`src/tvn_regs.svh`:
```
// Register map, field layouts and reset values of the timer vector bank.
// Assumes a 32-bit AXI4-Lite slave with one aligned word per register.
`ifndef TVN_REGS_SVH
`define TVN_REGS_SVH

// Word indices of the words (byte offset divided by four)
`define TVN_OFS_FRT_OVF    3'h0
`define TVN_OFS_PULSE_TIMER_UNIT0_AB    3'h1
`define TVN_OFS_PULSE_TIMER_UNIT0_CD    3'h2
`define TVN_OFS_PULSE_TIMER_UNIT0_OVF   3'h3
`define TVN_OFS_PULSE_TIMER_UNIT1_AB    3'h4
`define TVN_OFS_PRIO       3'h5
`define TVN_OFS_LAST       3'h6
`define TVN_NUM_RW         6

// Writable bit masks per layout
`define TVN_MASK_SINGLE    16'h7F00
`define TVN_MASK_DOUBLE    16'h7F7F
`define TVN_MASK_PRIO      16'h0FFF
`define TVN_RST_VAL        16'h0000

// Field positions
`define TVN_HI_LSB         8
`define TVN_LO_LSB         0
`define TVN_PRIO_FRT_LSB   8
`define TVN_PRIO_U0_LSB    4
`define TVN_PRIO_U1_LSB    0
`define TVN_LAST_SRC_LSB   8
`define TVN_LAST_SEEN_BIT  15

// Source numbers
`define TVN_SRC_FRT_OVF    3'h0
`define TVN_SRC_U0_A       3'h1
`define TVN_SRC_U0_B       3'h2
`define TVN_SRC_U0_C       3'h3
`define TVN_SRC_U0_D       3'h4
`define TVN_SRC_U0_OVF     3'h5
`define TVN_SRC_U1_A       3'h6
`define TVN_SRC_U1_B       3'h7

// Bus answers
`define TVN_RESP_OKAY      2'h0
`define TVN_RESP_DECERR    2'h3
`define TVN_ADDR_HI_ZERO   27'h000_0000

`endif

```
`src/tvn_pkg.sv`:
```
// Types shared by the timer vector bank and its selector.
// Assumes the constants of tvn_regs.svh are included where needed.
package tvn_pkg;

  typedef enum logic [0:0] {
    TVN_WR_IDLE = 1'b0,
    TVN_WR_RESP = 1'b1
  } tvn_wr_state_t;

  typedef enum logic [0:0] {
    TVN_RD_IDLE = 1'b0,
    TVN_RD_DATA = 1'b1
  } tvn_rd_state_t;

  // Highest-level pending source
  typedef struct packed {
    logic       valid;
    logic [2:0] src;
    logic [3:0] level;
  } tvn_req_t;

  // Vector handed out on acceptance
  typedef struct packed {
    logic       valid;
    logic [2:0] src;
    logic [6:0] vec;
    logic [3:0] level;
  } tvn_ans_t;

endpackage

```
`src/tvn_prio_sel.sv`:
```
// Picks the pending source with the highest 4-bit level.
// Assumes levels are stable register outputs; ties go to the lower source.
`timescale 1ns/100ps
`include "tvn_regs.svh"
module tvn_prio_sel (
  input  wire logic                 aclk,     // System clock
  input  wire logic                 aresetn,  // Sync reset, active low
  input  wire logic [7:0]           pend,     // Pending flags per source
  input  wire logic [7:0][3:0]      levels,   // Level per source
  output tvn_pkg::tvn_req_t         req       // Registered winner
);

  tvn_pkg::tvn_req_t req_d;
  tvn_pkg::tvn_req_t req_q;

  // Scan from high source down so the lowest index wins a tie
  always_comb begin
    req_d = '0;
    for (int i = 7; i >= 0; i--) begin
      if (pend[i] && (!req_d.valid || levels[i] >= req_d.level)) begin
        req_d.valid = 1'b1;
        req_d.src   = 3'(i);
        req_d.level = levels[i];
      end
    end
  end

  // Winner register
  always_ff @(posedge aclk) begin
    if (!aresetn) begin
      req_q <= '0;
    end else begin
      req_q <= req_d;
    end
  end

  assign req = req_q;

endmodule

```
`src/tvn_vec_bank.sv`:
```
// Vector number bank for the free-running timer and pulse timer units.
// Assumes an AXI4-Lite master with one write and one read at a time.
//
// Implementation choices: the register addresses and the AXI4-Lite register port.
`timescale 1ns/100ps
`include "tvn_regs.svh"
module tvn_vec_bank (
  input  wire logic                 aclk,         // System clock, 25 MHz
  input  wire logic                 aresetn,      // Sync reset, active low
  input  wire logic [31:0]          s_awaddr,     // Write address
  input  wire logic [2:0]           s_awprot,     // Write protection
  input  wire logic                 s_awvalid,    // Write address valid
  output logic                      s_awready,    // Write address ready
  input  wire logic [31:0]          s_wdata,      // Write data
  input  wire logic [3:0]           s_wstrb,      // Write byte enables
  input  wire logic                 s_wvalid,     // Write data valid
  output logic                      s_wready,     // Write data ready
  output logic [1:0]                s_bresp,      // Write response
  output logic                      s_bvalid,     // Write response valid
  input  wire logic                 s_bready,     // Write response ready
  input  wire logic [31:0]          s_araddr,     // Read address
  input  wire logic [2:0]           s_arprot,     // Read protection
  input  wire logic                 s_arvalid,    // Read address valid
  output logic                      s_arready,    // Read address ready
  output logic [31:0]               s_rdata,      // Read data
  output logic [1:0]                s_rresp,      // Read response
  output logic                      s_rvalid,     // Read data valid
  input  wire logic                 s_rready,     // Read data ready
  input  wire logic [7:0]           irq_pend,     // Pending source flags
  output tvn_pkg::tvn_req_t         irq_req,      // Highest pending source
  input  wire logic                 irq_accept,   // Acceptance strobe
  input  wire logic [2:0]           irq_acc_src,  // Accepted source
  output tvn_pkg::tvn_ans_t         irq_ans       // Vector for accepted one
);

  // Storage: five vector words and the level word
  logic [15:0]               regs_q [`TVN_NUM_RW];
  logic [15:0]               last_q;
  tvn_pkg::tvn_ans_t         ans_q;

  // Write path state
  tvn_pkg::tvn_wr_state_t    wr_state_q;
  logic                      aw_got_q;
  logic                      w_got_q;
  logic [31:0]               awaddr_q;
  logic [15:0]               wdata_q;
  logic [1:0]                wstrb_q;
  logic [1:0]                bresp_q;
  logic                      wr_commit;
  logic                      wr_hit;
  logic [2:0]                wr_idx;
  logic [15:0]               be_mask;

  // Read path state
  tvn_pkg::tvn_rd_state_t    rd_state_q;
  logic [31:0]               rdata_q;
  logic [1:0]                rresp_q;
  logic [2:0]                rd_idx;
  logic                      rd_hit;
  logic [15:0]               rd_val;

  // Levels per source
  logic [7:0][3:0]           src_level;

  // Writable mask of each stored word
  function automatic logic [15:0] mask_of(input logic [2:0] idx);
    case (idx)
      `TVN_OFS_FRT_OVF:  mask_of = `TVN_MASK_SINGLE;
      `TVN_OFS_PULSE_TIMER_UNIT0_OVF: mask_of = `TVN_MASK_SINGLE;
      `TVN_OFS_PULSE_TIMER_UNIT0_AB:  mask_of = `TVN_MASK_DOUBLE;
      `TVN_OFS_PULSE_TIMER_UNIT0_CD:  mask_of = `TVN_MASK_DOUBLE;
      `TVN_OFS_PULSE_TIMER_UNIT1_AB:  mask_of = `TVN_MASK_DOUBLE;
      `TVN_OFS_PRIO:     mask_of = `TVN_MASK_PRIO;
      default:           mask_of = `TVN_RST_VAL;
    endcase
  endfunction

  // Programmed vector of each source
  function automatic logic [6:0] vec_of(input logic [2:0] src,
                                        input logic [15:0] f_ovf,
                                        input logic [15:0] u0_ab,
                                        input logic [15:0] u0_cd,
                                        input logic [15:0] u0_ovf,
                                        input logic [15:0] u1_ab);
    case (src)
      `TVN_SRC_FRT_OVF: vec_of = f_ovf[`TVN_HI_LSB +: 7];
      `TVN_SRC_U0_A:    vec_of = u0_ab[`TVN_HI_LSB +: 7];
      `TVN_SRC_U0_B:    vec_of = u0_ab[`TVN_LO_LSB +: 7];
      `TVN_SRC_U0_C:    vec_of = u0_cd[`TVN_HI_LSB +: 7];
      `TVN_SRC_U0_D:    vec_of = u0_cd[`TVN_LO_LSB +: 7];
      `TVN_SRC_U0_OVF:  vec_of = u0_ovf[`TVN_HI_LSB +: 7];
      `TVN_SRC_U1_A:    vec_of = u1_ab[`TVN_HI_LSB +: 7];
      `TVN_SRC_U1_B:    vec_of = u1_ab[`TVN_LO_LSB +: 7];
      default:          vec_of = 7'h00;
    endcase
  endfunction

  // Handshake outputs
  assign s_awready = (wr_state_q == tvn_pkg::TVN_WR_IDLE) && !aw_got_q;
  assign s_wready  = (wr_state_q == tvn_pkg::TVN_WR_IDLE) && !w_got_q;
  assign s_bvalid  = (wr_state_q == tvn_pkg::TVN_WR_RESP);
  assign s_bresp   = bresp_q;
  assign s_arready = (rd_state_q == tvn_pkg::TVN_RD_IDLE);
  assign s_rvalid  = (rd_state_q == tvn_pkg::TVN_RD_DATA);
  assign s_rdata   = rdata_q;
  assign s_rresp   = rresp_q;

  // Write decode, commits once address and data are both held
  assign wr_commit = (wr_state_q == tvn_pkg::TVN_WR_IDLE) &&
                     aw_got_q && w_got_q;
  assign wr_idx    = awaddr_q[4:2];
  assign wr_hit    = (awaddr_q[31:5] == `TVN_ADDR_HI_ZERO) &&
                     (awaddr_q[1:0] == 2'h0) &&
                     (wr_idx < `TVN_OFS_LAST);
  assign be_mask   = {{8{wstrb_q[1]}}, {8{wstrb_q[0]}}};

  // Write address capture
  always_ff @(posedge aclk) begin
    if (!aresetn) begin
      aw_got_q <= 1'b0;
      awaddr_q <= 32'h0000_0000;
    end else if (s_awvalid && s_awready) begin
      aw_got_q <= 1'b1;
      awaddr_q <= s_awaddr;
    end else if (wr_commit) begin
      aw_got_q <= 1'b0;
    end
  end

  // Write data capture, upper half is beyond the 16-bit words
  always_ff @(posedge aclk) begin
    if (!aresetn) begin
      w_got_q <= 1'b0;
      wdata_q <= 16'h0000;
      wstrb_q <= 2'h0;
    end else if (s_wvalid && s_wready) begin
      w_got_q <= 1'b1;
      wdata_q <= s_wdata[15:0];
      wstrb_q <= s_wstrb[1:0];
    end else if (wr_commit) begin
      w_got_q <= 1'b0;
    end
  end

  // Write response state
  always_ff @(posedge aclk) begin
    if (!aresetn) begin
      wr_state_q <= tvn_pkg::TVN_WR_IDLE;
      bresp_q    <= `TVN_RESP_OKAY;
    end else begin
      case (wr_state_q)
        tvn_pkg::TVN_WR_IDLE: begin
          if (wr_commit) begin
            wr_state_q <= tvn_pkg::TVN_WR_RESP;
            bresp_q    <= wr_hit ? `TVN_RESP_OKAY : `TVN_RESP_DECERR;
          end
        end
        tvn_pkg::TVN_WR_RESP: begin
          if (s_bready) begin
            wr_state_q <= tvn_pkg::TVN_WR_IDLE;
          end
        end
        default: begin
          wr_state_q <= tvn_pkg::TVN_WR_IDLE;
        end
      endcase
    end
  end

  // Stored words; only reset and bus writes change them, so standby
  // or a clock halt keeps whatever software programmed
  for (genvar gi = 0; gi < `TVN_NUM_RW; gi++) begin : g_word
    always_ff @(posedge aclk) begin
      if (!aresetn) begin
        regs_q[gi] <= `TVN_RST_VAL;
      end else if (wr_commit && wr_hit && (wr_idx == 3'(gi))) begin
        // Reserved bits are dropped whatever is written
        regs_q[gi] <= ((regs_q[gi] & ~be_mask) | (wdata_q & be_mask)) &
                      mask_of(3'(gi));
      end
    end
  end

  // Read decode
  assign rd_idx = s_araddr[4:2];
  assign rd_hit = (s_araddr[31:5] == `TVN_ADDR_HI_ZERO) &&
                  (s_araddr[1:0] == 2'h0) &&
                  (rd_idx <= `TVN_OFS_LAST);

  // Read mux, reserved bits already zero in storage
  always_comb begin
    rd_val = 16'h0000;
    if (rd_idx == `TVN_OFS_LAST) begin
      rd_val = last_q;
    end else if (rd_idx < `TVN_OFS_LAST) begin
      rd_val = regs_q[rd_idx] & mask_of(rd_idx);
    end
  end

  // Read channel
  always_ff @(posedge aclk) begin
    if (!aresetn) begin
      rd_state_q <= tvn_pkg::TVN_RD_IDLE;
      rdata_q    <= 32'h0000_0000;
      rresp_q    <= `TVN_RESP_OKAY;
    end else begin
      case (rd_state_q)
        tvn_pkg::TVN_RD_IDLE: begin
          if (s_arvalid) begin
            rd_state_q <= tvn_pkg::TVN_RD_DATA;
            rdata_q    <= rd_hit ? {16'h0000, rd_val} : 32'h0000_0000;
            rresp_q    <= rd_hit ? `TVN_RESP_OKAY : `TVN_RESP_DECERR;
          end
        end
        tvn_pkg::TVN_RD_DATA: begin
          if (s_rready) begin
            rd_state_q <= tvn_pkg::TVN_RD_IDLE;
          end
        end
        default: begin
          rd_state_q <= tvn_pkg::TVN_RD_IDLE;
        end
      endcase
    end
  end

  // Level of each source from its timer group
  for (genvar gs = 0; gs < 8; gs++) begin : g_level
    if (gs == 0) begin : g_frt
      assign src_level[gs] =
        regs_q[`TVN_OFS_PRIO][`TVN_PRIO_FRT_LSB +: 4];
    end else if (gs < 6) begin : g_u0
      assign src_level[gs] =
        regs_q[`TVN_OFS_PRIO][`TVN_PRIO_U0_LSB +: 4];
    end else begin : g_u1
      assign src_level[gs] =
        regs_q[`TVN_OFS_PRIO][`TVN_PRIO_U1_LSB +: 4];
    end
  end

  // Highest pending source for the core
  tvn_prio_sel u_sel (
    .aclk    (aclk),
    .aresetn (aresetn),
    .pend    (irq_pend),
    .levels  (src_level),
    .req     (irq_req)
  );

  // Vector answer one cycle after acceptance
  always_ff @(posedge aclk) begin
    if (!aresetn) begin
      ans_q <= '0;
    end else begin
      ans_q.valid <= irq_accept;
      if (irq_accept) begin
        ans_q.src   <= irq_acc_src;
        ans_q.vec   <= vec_of(irq_acc_src,
                              regs_q[`TVN_OFS_FRT_OVF],
                              regs_q[`TVN_OFS_PULSE_TIMER_UNIT0_AB],
                              regs_q[`TVN_OFS_PULSE_TIMER_UNIT0_CD],
                              regs_q[`TVN_OFS_PULSE_TIMER_UNIT0_OVF],
                              regs_q[`TVN_OFS_PULSE_TIMER_UNIT1_AB]);
        ans_q.level <= src_level[irq_acc_src];
      end
    end
  end

  assign irq_ans = ans_q;

  // Last accepted source and vector, readable by software
  always_ff @(posedge aclk) begin
    if (!aresetn) begin
      last_q <= 16'h0000;
    end else if (irq_accept) begin
      last_q <= 16'h0000;
      last_q[`TVN_LAST_SEEN_BIT] <= 1'b1;
      last_q[`TVN_LAST_SRC_LSB +: 3] <= irq_acc_src;
      last_q[`TVN_LO_LSB +: 7] <= vec_of(irq_acc_src,
                                         regs_q[`TVN_OFS_FRT_OVF],
                                         regs_q[`TVN_OFS_PULSE_TIMER_UNIT0_AB],
                                         regs_q[`TVN_OFS_PULSE_TIMER_UNIT0_CD],
                                         regs_q[`TVN_OFS_PULSE_TIMER_UNIT0_OVF],
                                         regs_q[`TVN_OFS_PULSE_TIMER_UNIT1_AB]);
    end
  end

endmodule

```
`config.mk`:
```
export PLATFORM = sky130hd
export DESIGN_NAME = tvn_vec_bank
export DESIGN_NICKNAME = d
export VERILOG_FILES = /design/src/tvn_pkg.sv /design/src/tvn_prio_sel.sv /design/src/tvn_vec_bank.sv
export VERILOG_INCLUDE_DIRS = /design/src
export SDC_FILE = /design/constraint.sdc
export NUM_CORES = 1
export LEC_CHECK = 0
export BUFFER_PORTS_ARGS = -buffer_cell sky130_fd_sc_hd__buf_2
export CAP_MARGIN = 20
export CORE_MARGIN = 2
export CORE_UTILIZATION = 60
export DETAILED_ROUTE_END_ITERATION = 16
export PLACE_DENSITY = 0.83
export REMOVE_ABC_BUFFERS = 1
export SETUP_SLACK_MARGIN = 0.3
export SLEW_MARGIN = 20
export SYNTH_ARGS = -nofsm -noshare
export SYNTH_HDL_FRONTEND = slang
export SYNTH_SLANG_ARGS = --single-unit
```
`constraint.sdc`:
```
create_clock -name aclk -period 14.9 [get_ports aclk]
set_clock_uncertainty 0.1 [all_clocks]
set_input_delay 2.98 -clock aclk [delete_from_list [all_inputs] [get_ports aclk]]
set_output_delay 2.98 -clock aclk [all_outputs]
set_load 0.03 [all_outputs]
```
== Word level (Yosys, flattened, before mapping) ==
Memories as Yosys holds them, arrays and structs flattened.
Cells that the tools add are included.

* Flip-flop bits (word level): 123
* Bits in writable memories: 90
* Bits of input ports: 125
* Logic and storage cells: 183
* Memories kept: 1

* Magnitude comparators: 11
* Equality and inequality tests: 18
* Muxes and demuxes: 53
* Bitwise logic cells: 24
* Reductions and logical operators: 56

{| class="wikitable"
|+ Memories
! name !! words !! bits a word !! read ports !! clocked after memory_dff !! write ports !! RTL line !! RTL
|-
| regs_q || 6 || 15 || 7 || 0 || 6 || tvn_vec_bank.sv:37 || <nowiki>logic [15:0] regs_q [`TVN_NUM_RW];</nowiki>
|}

{| class="wikitable"
|+ Operator list
! cell !! number
|-
| AND 15 bit || 6
|-
| 2-to-1 mux 15 bit || 6
|-
| 2-to-1 mux 16 bit || 5
|-
| bitwise OR 15 bit || 5
|-
| 2-to-1 mux 8 bit || 8
|-
| one-hot mux 7 bit (8 select lines) || 1
|-
| zero test 27 bit || 2
|-
| one-hot mux 15 bit (3 select lines) || 1
|-
| greater-or-equal comparator 4 bit || 7
|-
| equality test 3 bit (second input constant) || 9
|-
| 2-to-1 mux 1 bit || 26
|-
| logical AND 1 bit || 24
|-
| equality test 3 x 2 -> 1 bit (second input constant) || 6
|-
| AND 16 bit || 1
|-
| NOT 15 bit || 1
|-
| AND 12 bit || 1
|-
| binary-select mux 4 bit (select 3 bit) || 1
|-
| bitwise OR 12 bit || 1
|-
| equality test 3 x 1 -> 1 bit (second input constant) || 3
|-
| zero test 1 bit || 9
|-
| zero test 3 bit || 3
|-
| logical OR 1 bit || 7
|-
| less-than comparator 3 bit (second input constant) || 2
|-
| bitwise OR 1 bit || 6
|-
| 12 further kinds || 21
|}

== Logic depth before layout (Yosys ltp) ==
An unclocked memory read counts as a cell.

* Depth after elaboration: 30
* Depth in mapped cells: 47

== Modules after synthesis ==
From an unflattened synthesis, not the netlist that was laid out.

* Cell total of the unflattened synthesis: 1041
* Area, all modules: 9681.8 µm²

{| class="wikitable"
|+ Modules (own cells, without submodules)
! module !! times used !! cells an instance !! area each (µm²)
|-
| tvn_vec_bank || 1 || 845 || 8039.0
|-
| tvn_prio_sel || 1 || 196 || 1642.8
|}

== Least setup slack after synthesis ==
Ideal clock, no wire load.

* Path type: input-to-reg
* Start point: in irq_pend[6]
* End point: reg u_sel.req_q (netlist bit u_sel.req[4])
* Library setup time: 59 ps
* Arrival time: 10774 ps
* Slack: 3967 ps
* Stages: 44
* Buffers on the path: 2
* Path through: buf_4 nor2_1 nor2b_1 ha_1 nand2b_1 a21o_1 o2111ai_1 nand3_1 a22o_1 ha_1 nand2b_1 a21oi_1 o221a_4 o2111ai_4 a22o_1 ha_1 nand2b_4 a221oi_1 (+8 left out) a31oi_1 o211ai_1 nand2b_2 a21oi_1 ha_1 nand2b_1 a31oi_1 o211ai_1 nor2_1 inv_1 nor3_1 nor2_1 ha_1 o21ai_0 a21oi_1 o31a_1 nand2b_1 o21ba_1

* Word-level cells in the longest chain between the ends: 26
* Elaborated cells on any way between the ends: 32
* Classes of those cells: 6 x order compare; 6 x mux; 20 x reduce/logical

{| class="wikitable"
|+ Ends and longest elaborated chain
! element !! RTL line !! RTL
|-
| from (decl) || tvn_vec_bank.sv:29 || <nowiki>input wire logic [7:0] irq_pend,</nowiki>
|-
| logical AND 1 bit * || tvn_prio_sel.sv:20 || <nowiki>if (pend[i] && (!req_d.valid || levels[i] >= req_d.level)) begin</nowiki>
|-
| 2-to-1 mux 8 bit * || tvn_prio_sel.sv:20 ||
|-
| greater-or-equal comparator 4 bit or zero test 1 bit (tied branches) || tvn_prio_sel.sv:20 ||
|-
| logical OR 1 bit || tvn_prio_sel.sv:20 ||
|-
| logical AND 1 bit || tvn_prio_sel.sv:20 ||
|-
| 2-to-1 mux 8 bit * || tvn_prio_sel.sv:20 ||
|-
| greater-or-equal comparator 4 bit or zero test 1 bit (tied branches) || tvn_prio_sel.sv:20 ||
|-
| logical OR 1 bit || tvn_prio_sel.sv:20 ||
|-
| (+10 left out) || - ||
|-
| greater-or-equal comparator 4 bit or zero test 1 bit (tied branches) || tvn_prio_sel.sv:20 ||
|-
| logical OR 1 bit || tvn_prio_sel.sv:20 ||
|-
| logical AND 1 bit || tvn_prio_sel.sv:20 ||
|-
| 2-to-1 mux 8 bit * || tvn_prio_sel.sv:20 ||
|-
| greater-or-equal comparator 4 bit or zero test 1 bit (tied branches) || tvn_prio_sel.sv:20 ||
|-
| logical OR 1 bit || tvn_prio_sel.sv:20 ||
|-
| logical AND 1 bit || tvn_prio_sel.sv:20 ||
|-
| OR reduction 2 bit (no source line) || - ||
|-
| to (signal assigned) || tvn_prio_sel.sv:33 || <nowiki>req_q <= req_d;</nowiki>
|-
| to (decl) || tvn_prio_sel.sv:14 || <nowiki>tvn_pkg::tvn_req_t req_q;</nowiki>
|}

Every way passes the cells marked *; elsewhere a longest branch is shown, timed or not.
A chain may end at the register's enable or synchronous reset.

== Worst setup path after layout ==
* Start point: in irq_pend[7]
* End point: reg u_sel.req_q (netlist bit u_sel.req[1])

* Word-level cells in the longest chain between the ends: 29
* Elaborated cells on any way between the ends: 36
* Classes of those cells: 7 x order compare; 8 x mux; 21 x reduce/logical

{| class="wikitable"
|+ Ends and longest elaborated chain
! element !! RTL line
|-
| 2-to-1 mux 8 bit * || tvn_prio_sel.sv:20
|-
| greater-or-equal comparator 4 bit or zero test 1 bit (tied branches) || tvn_prio_sel.sv:20
|-
| logical OR 1 bit || tvn_prio_sel.sv:20
|-
| logical AND 1 bit || tvn_prio_sel.sv:20
|-
| 2-to-1 mux 8 bit * || tvn_prio_sel.sv:20
|-
| greater-or-equal comparator 4 bit or zero test 1 bit (tied branches) || tvn_prio_sel.sv:20
|-
| logical OR 1 bit || tvn_prio_sel.sv:20
|-
| logical AND 1 bit || tvn_prio_sel.sv:20
|-
| (+13 left out) || -
|-
| greater-or-equal comparator 4 bit or zero test 1 bit (tied branches) || tvn_prio_sel.sv:20
|-
| logical OR 1 bit || tvn_prio_sel.sv:20
|-
| logical AND 1 bit || tvn_prio_sel.sv:20
|-
| 2-to-1 mux 8 bit * || tvn_prio_sel.sv:20
|-
| greater-or-equal comparator 4 bit or zero test 1 bit (tied branches) || tvn_prio_sel.sv:20
|-
| logical OR 1 bit || tvn_prio_sel.sv:20
|-
| logical AND 1 bit || tvn_prio_sel.sv:20
|-
| 2-to-1 mux 8 bit * || tvn_prio_sel.sv:20
|}

Marked as above.

==> flow_summary.toml <==
[worst_setup_path]
crit_required_ns = 15.14
arrival_ns = 12.14
cp_num_buf_inv = 2
crit_path_top_delay_cell = "o31a_1"
crit_family = "compound AO/OA/AOI/OAI gates"
cpPeakStageDelay_ns = 0.37
critical_path_class = "in -> reg"
start_kind = "primary input"
worst_setup_path_end_kind = "flip-flop"
path_max_fanout = 9
worst_path_most_repeated_cell = "ha_1"

[synth]
synth-edff-count = 68
synthCells = 996
synth_seq_cells = 163
synthArstFlopShare_pct = 0
ys.flop_type = "dfxtp_1"
synth.distinct_cells = 68
ys_seq_area_share_pct = 44.15
ys_warn_count = 0
synth_area_um2 = 8934
synth.avg_cell_area_um2 = 8.969

[finish]
antenna_cells = 0
final_cell_count_no_fill = 1284
fillCellCount = 1157
area_delta_synth_final_pct = 12.98
fin_nets = 1233
stdcell_area_um2 = 10090
final_cell_mix = "a21oi_1 (152), buf_2 (147), nand2_1 (146), dfxtp_1 (94), edfxtp_1 (68)"
drive_gt1_share_pct = 20.09
final_common_cell = "a21oi_1"

[timing]
period_share_pct = 79.85
relSlewSlack_pct = 32.23
hold_viol_final = 0
fmax_mhz = 84.05
tightest_slew_ns = 1.014
worst_slack_ns = 3.003
whs_ns = 0.3544
slew_viol_final = 0
finalSetupTns_ns = 0
min_period_ns = 11.90
setup_viol_count_final = 0
rsz0062_at_grt = "no"

[pwr]
p_int_w = 0.0007983
pwr-share-comb_pct = 16.6
p_sw_share_pct = 28.67
power.leakage_nw = 4.079
irDropWorstVdd_mv = 0.08370
power_density_nw_per_um2 = 110.9
pwr-share-seq_pct = 45.3
pwr-share-clk_pct = 38.0
p_switching_w = 0.0003208

[floorplanning]
rows = 44
dieArea_um2 = 15880
core_um2 = 14530
start_util_pct = 61.47
io_pins = 189
die_h_um = 126.0
dieWidth_um = 126.0

[clock_tree]
post-cts-setup-buffer-count = 0
clk_latency_ns = 0.43
tritoncts = "done"
numCtsBuffers = 17
htreeDepth = 4
cts-root-buf = "clkbuf_16"
path_clk_slew_ns = 0.07
clk_path_buf_depth = 2
cts_hold_buf = 0
cts.sinks = 163
cts_resized = 0

[drt]
dr.pass1.iters = 9
drt_iter0_markers = 659
drtAntennaViolNets = 0
wl_per_cell_um = 17.44
wirelength_mm = 22.39
num_vias = 7735
vias_per_cell = 6.024
drc_errors = 0

[place]
portBuffers = 147
dp_slack_ns = 2.711
dp_hpwl_mm = 14.95
gp_congestion = 0.8642
dp_cells = 1252
placed_area_um2 = 9510

[grt]
grt_max_degree = 88
grt_pass1_vias = 7158
grt_pass1_wl_mm = 35.95
grt.overflow.total = 0
antenna_found_initial = 0
grt_use_total_pct = 28.16

[worst_hold_path]
hp-class = "reg -> reg"

[flow_run]
cap_violations = 0

[run_status]
status = "completed"
-- worst reg2reg max path: cells and delay by family (launching register included) --
family,cells,cell delay [ns]
compound gates,21,4.54
simple gates,13,2.38
buf+inv,2,0.41
fa+ha+maj,6,1.62
flops,1,0.52
-- power groups by stage --
stage / sequential, W / combinational [W] / clock, W
floorplan: 0.000526 / 0.000112 / 0
global placement: 0.000515 / 0.000180 / 0
detailed placement: 0.000516 / 0.000184 / 0
CTS: 0.000506 / 0.000185 / 0.000428
global route: 0.000510 / 0.000206 / 0.000445
finish: 0.000507 / 0.000186 / 0.000426
-- metrics by stage --
step / util (%) / power (W)
final: 69.45 / 0.001119
after global placement: 65.44 / 0.0006951
after global routing: 69.45 / 0.001161
after CTS: 69.43 / 0.001120
after floorplan: - / 0.0006378
after detailed placement: 65.44 / 0.0006997
-- per-layer routing --
metal  global-route usage, %  share of wire, %
met1                   36.47                41
met2                   46.36                47
met3                   6.117               9.2
met4                   10.99               2.8
met5                       0                 0
-- state kept, by name, indices dropped and copies added, names as in the netlist --
| name | count |
|---|---|
| s_rvalid | 1 |
| u_sel.req | 8 |
| s_bresp | 1 |
| s_rdata | 16 |
| regs_q | 68 |
| aw_got_q | 1 |
| s_rresp | 1 |
| irq_ans | 13 |
| s_bvalid | 1 |
| wstrb_q | 2 |
| w_got_q | 1 |
| last_q | 3 |
| awaddr_q | 32 |
| wdata_q | 15 |
-- cell usage after synthesis (all sizes together) (3+ instances only) --
library cell | number | area, µm²
a2111oi | 5 | 62.56
a211oi | 13 | 102.6
a21o | 5 | 37.54
a21oi | 152 | 760.7
a221oi | 5 | 43.79
a22o | 9 | 78.83
a22oi | 3 | 22.52
a311oi | 3 | 26.28
and2 | 4 | 25.02
and3 | 7 | 43.79
buf | 40 | 276.5
clkbuf | 55 | 206.5
dfxtp | 95 | 1902
edfxtp | 68 | 2042
ha | 21 | 262.8
inv | 24 | 90.09
mux2 | 5 | 56.30
mux2i | 35 | 350.3
mux4 | 13 | 292.8
nand2 | 146 | 548.0
nand2b | 67 | 429.2
nand3 | 12 | 60.06
nand4 | 5 | 31.28
nor2 | 68 | 265.3
nor2b | 14 | 87.58
nor3 | 23 | 115.1
nor4 | 16 | 127.6
o21ai | 34 | 181.4
o21bai | 3 | 22.52
o22a | 4 | 35.03
o22ai | 6 | 37.54
o31ai | 4 | 35.03
or2 | 4 | 25.02
-- path summary, 6_finish.rpt --
kind | cells past startpoint | startpoint | endpoint | slack (ns)
min | 2 | awaddr_q[30]$_SDFFE_PN0P_ | awaddr_q[30]$_SDFFE_PN0P_ | 0.35
min reg2reg | 2 | awaddr_q[30]$_SDFFE_PN0P_ | awaddr_q[30]$_SDFFE_PN0P_ | 0.35
max | 44 | irq_pend[7] | u_sel.req[1]$_SDFF_PN0_ | 3.00
max reg2reg | 42 | regs_q[5][4]$_SDFFCE_PN0P_ | u_sel.req[1]$_SDFF_PN0_ | 5.24
-- area by class of cell --
type	instances	area, µm²	area share [%]
multi-input combinational	728	4471	44.29
sequential	163	3945	39.09
timing repair buffer	152	773.2	7.661
clock buffer	20	489.2	4.847
tap	184	230.2	2.281
inverter	25	93.84	0.9297
clock inverter	12	91.34	0.9049
-- cell families (layout without fill, tap and decap cells) --
logic type	after synthesis	in the layout	share of synthesized area [%]
AND/OR/NAND/NOR	372	372	20.17
AO/OA/AOI/OAI	265	265	18.29
flip-flops	163	163	44.15
buffers and inverters	120	209	6.457
multiplexers	53	53	7.829
adder cells (fa/ha/maj)	22	22	3.067
other	1	16	0.04198
Power figures use the tool's default switching activity.
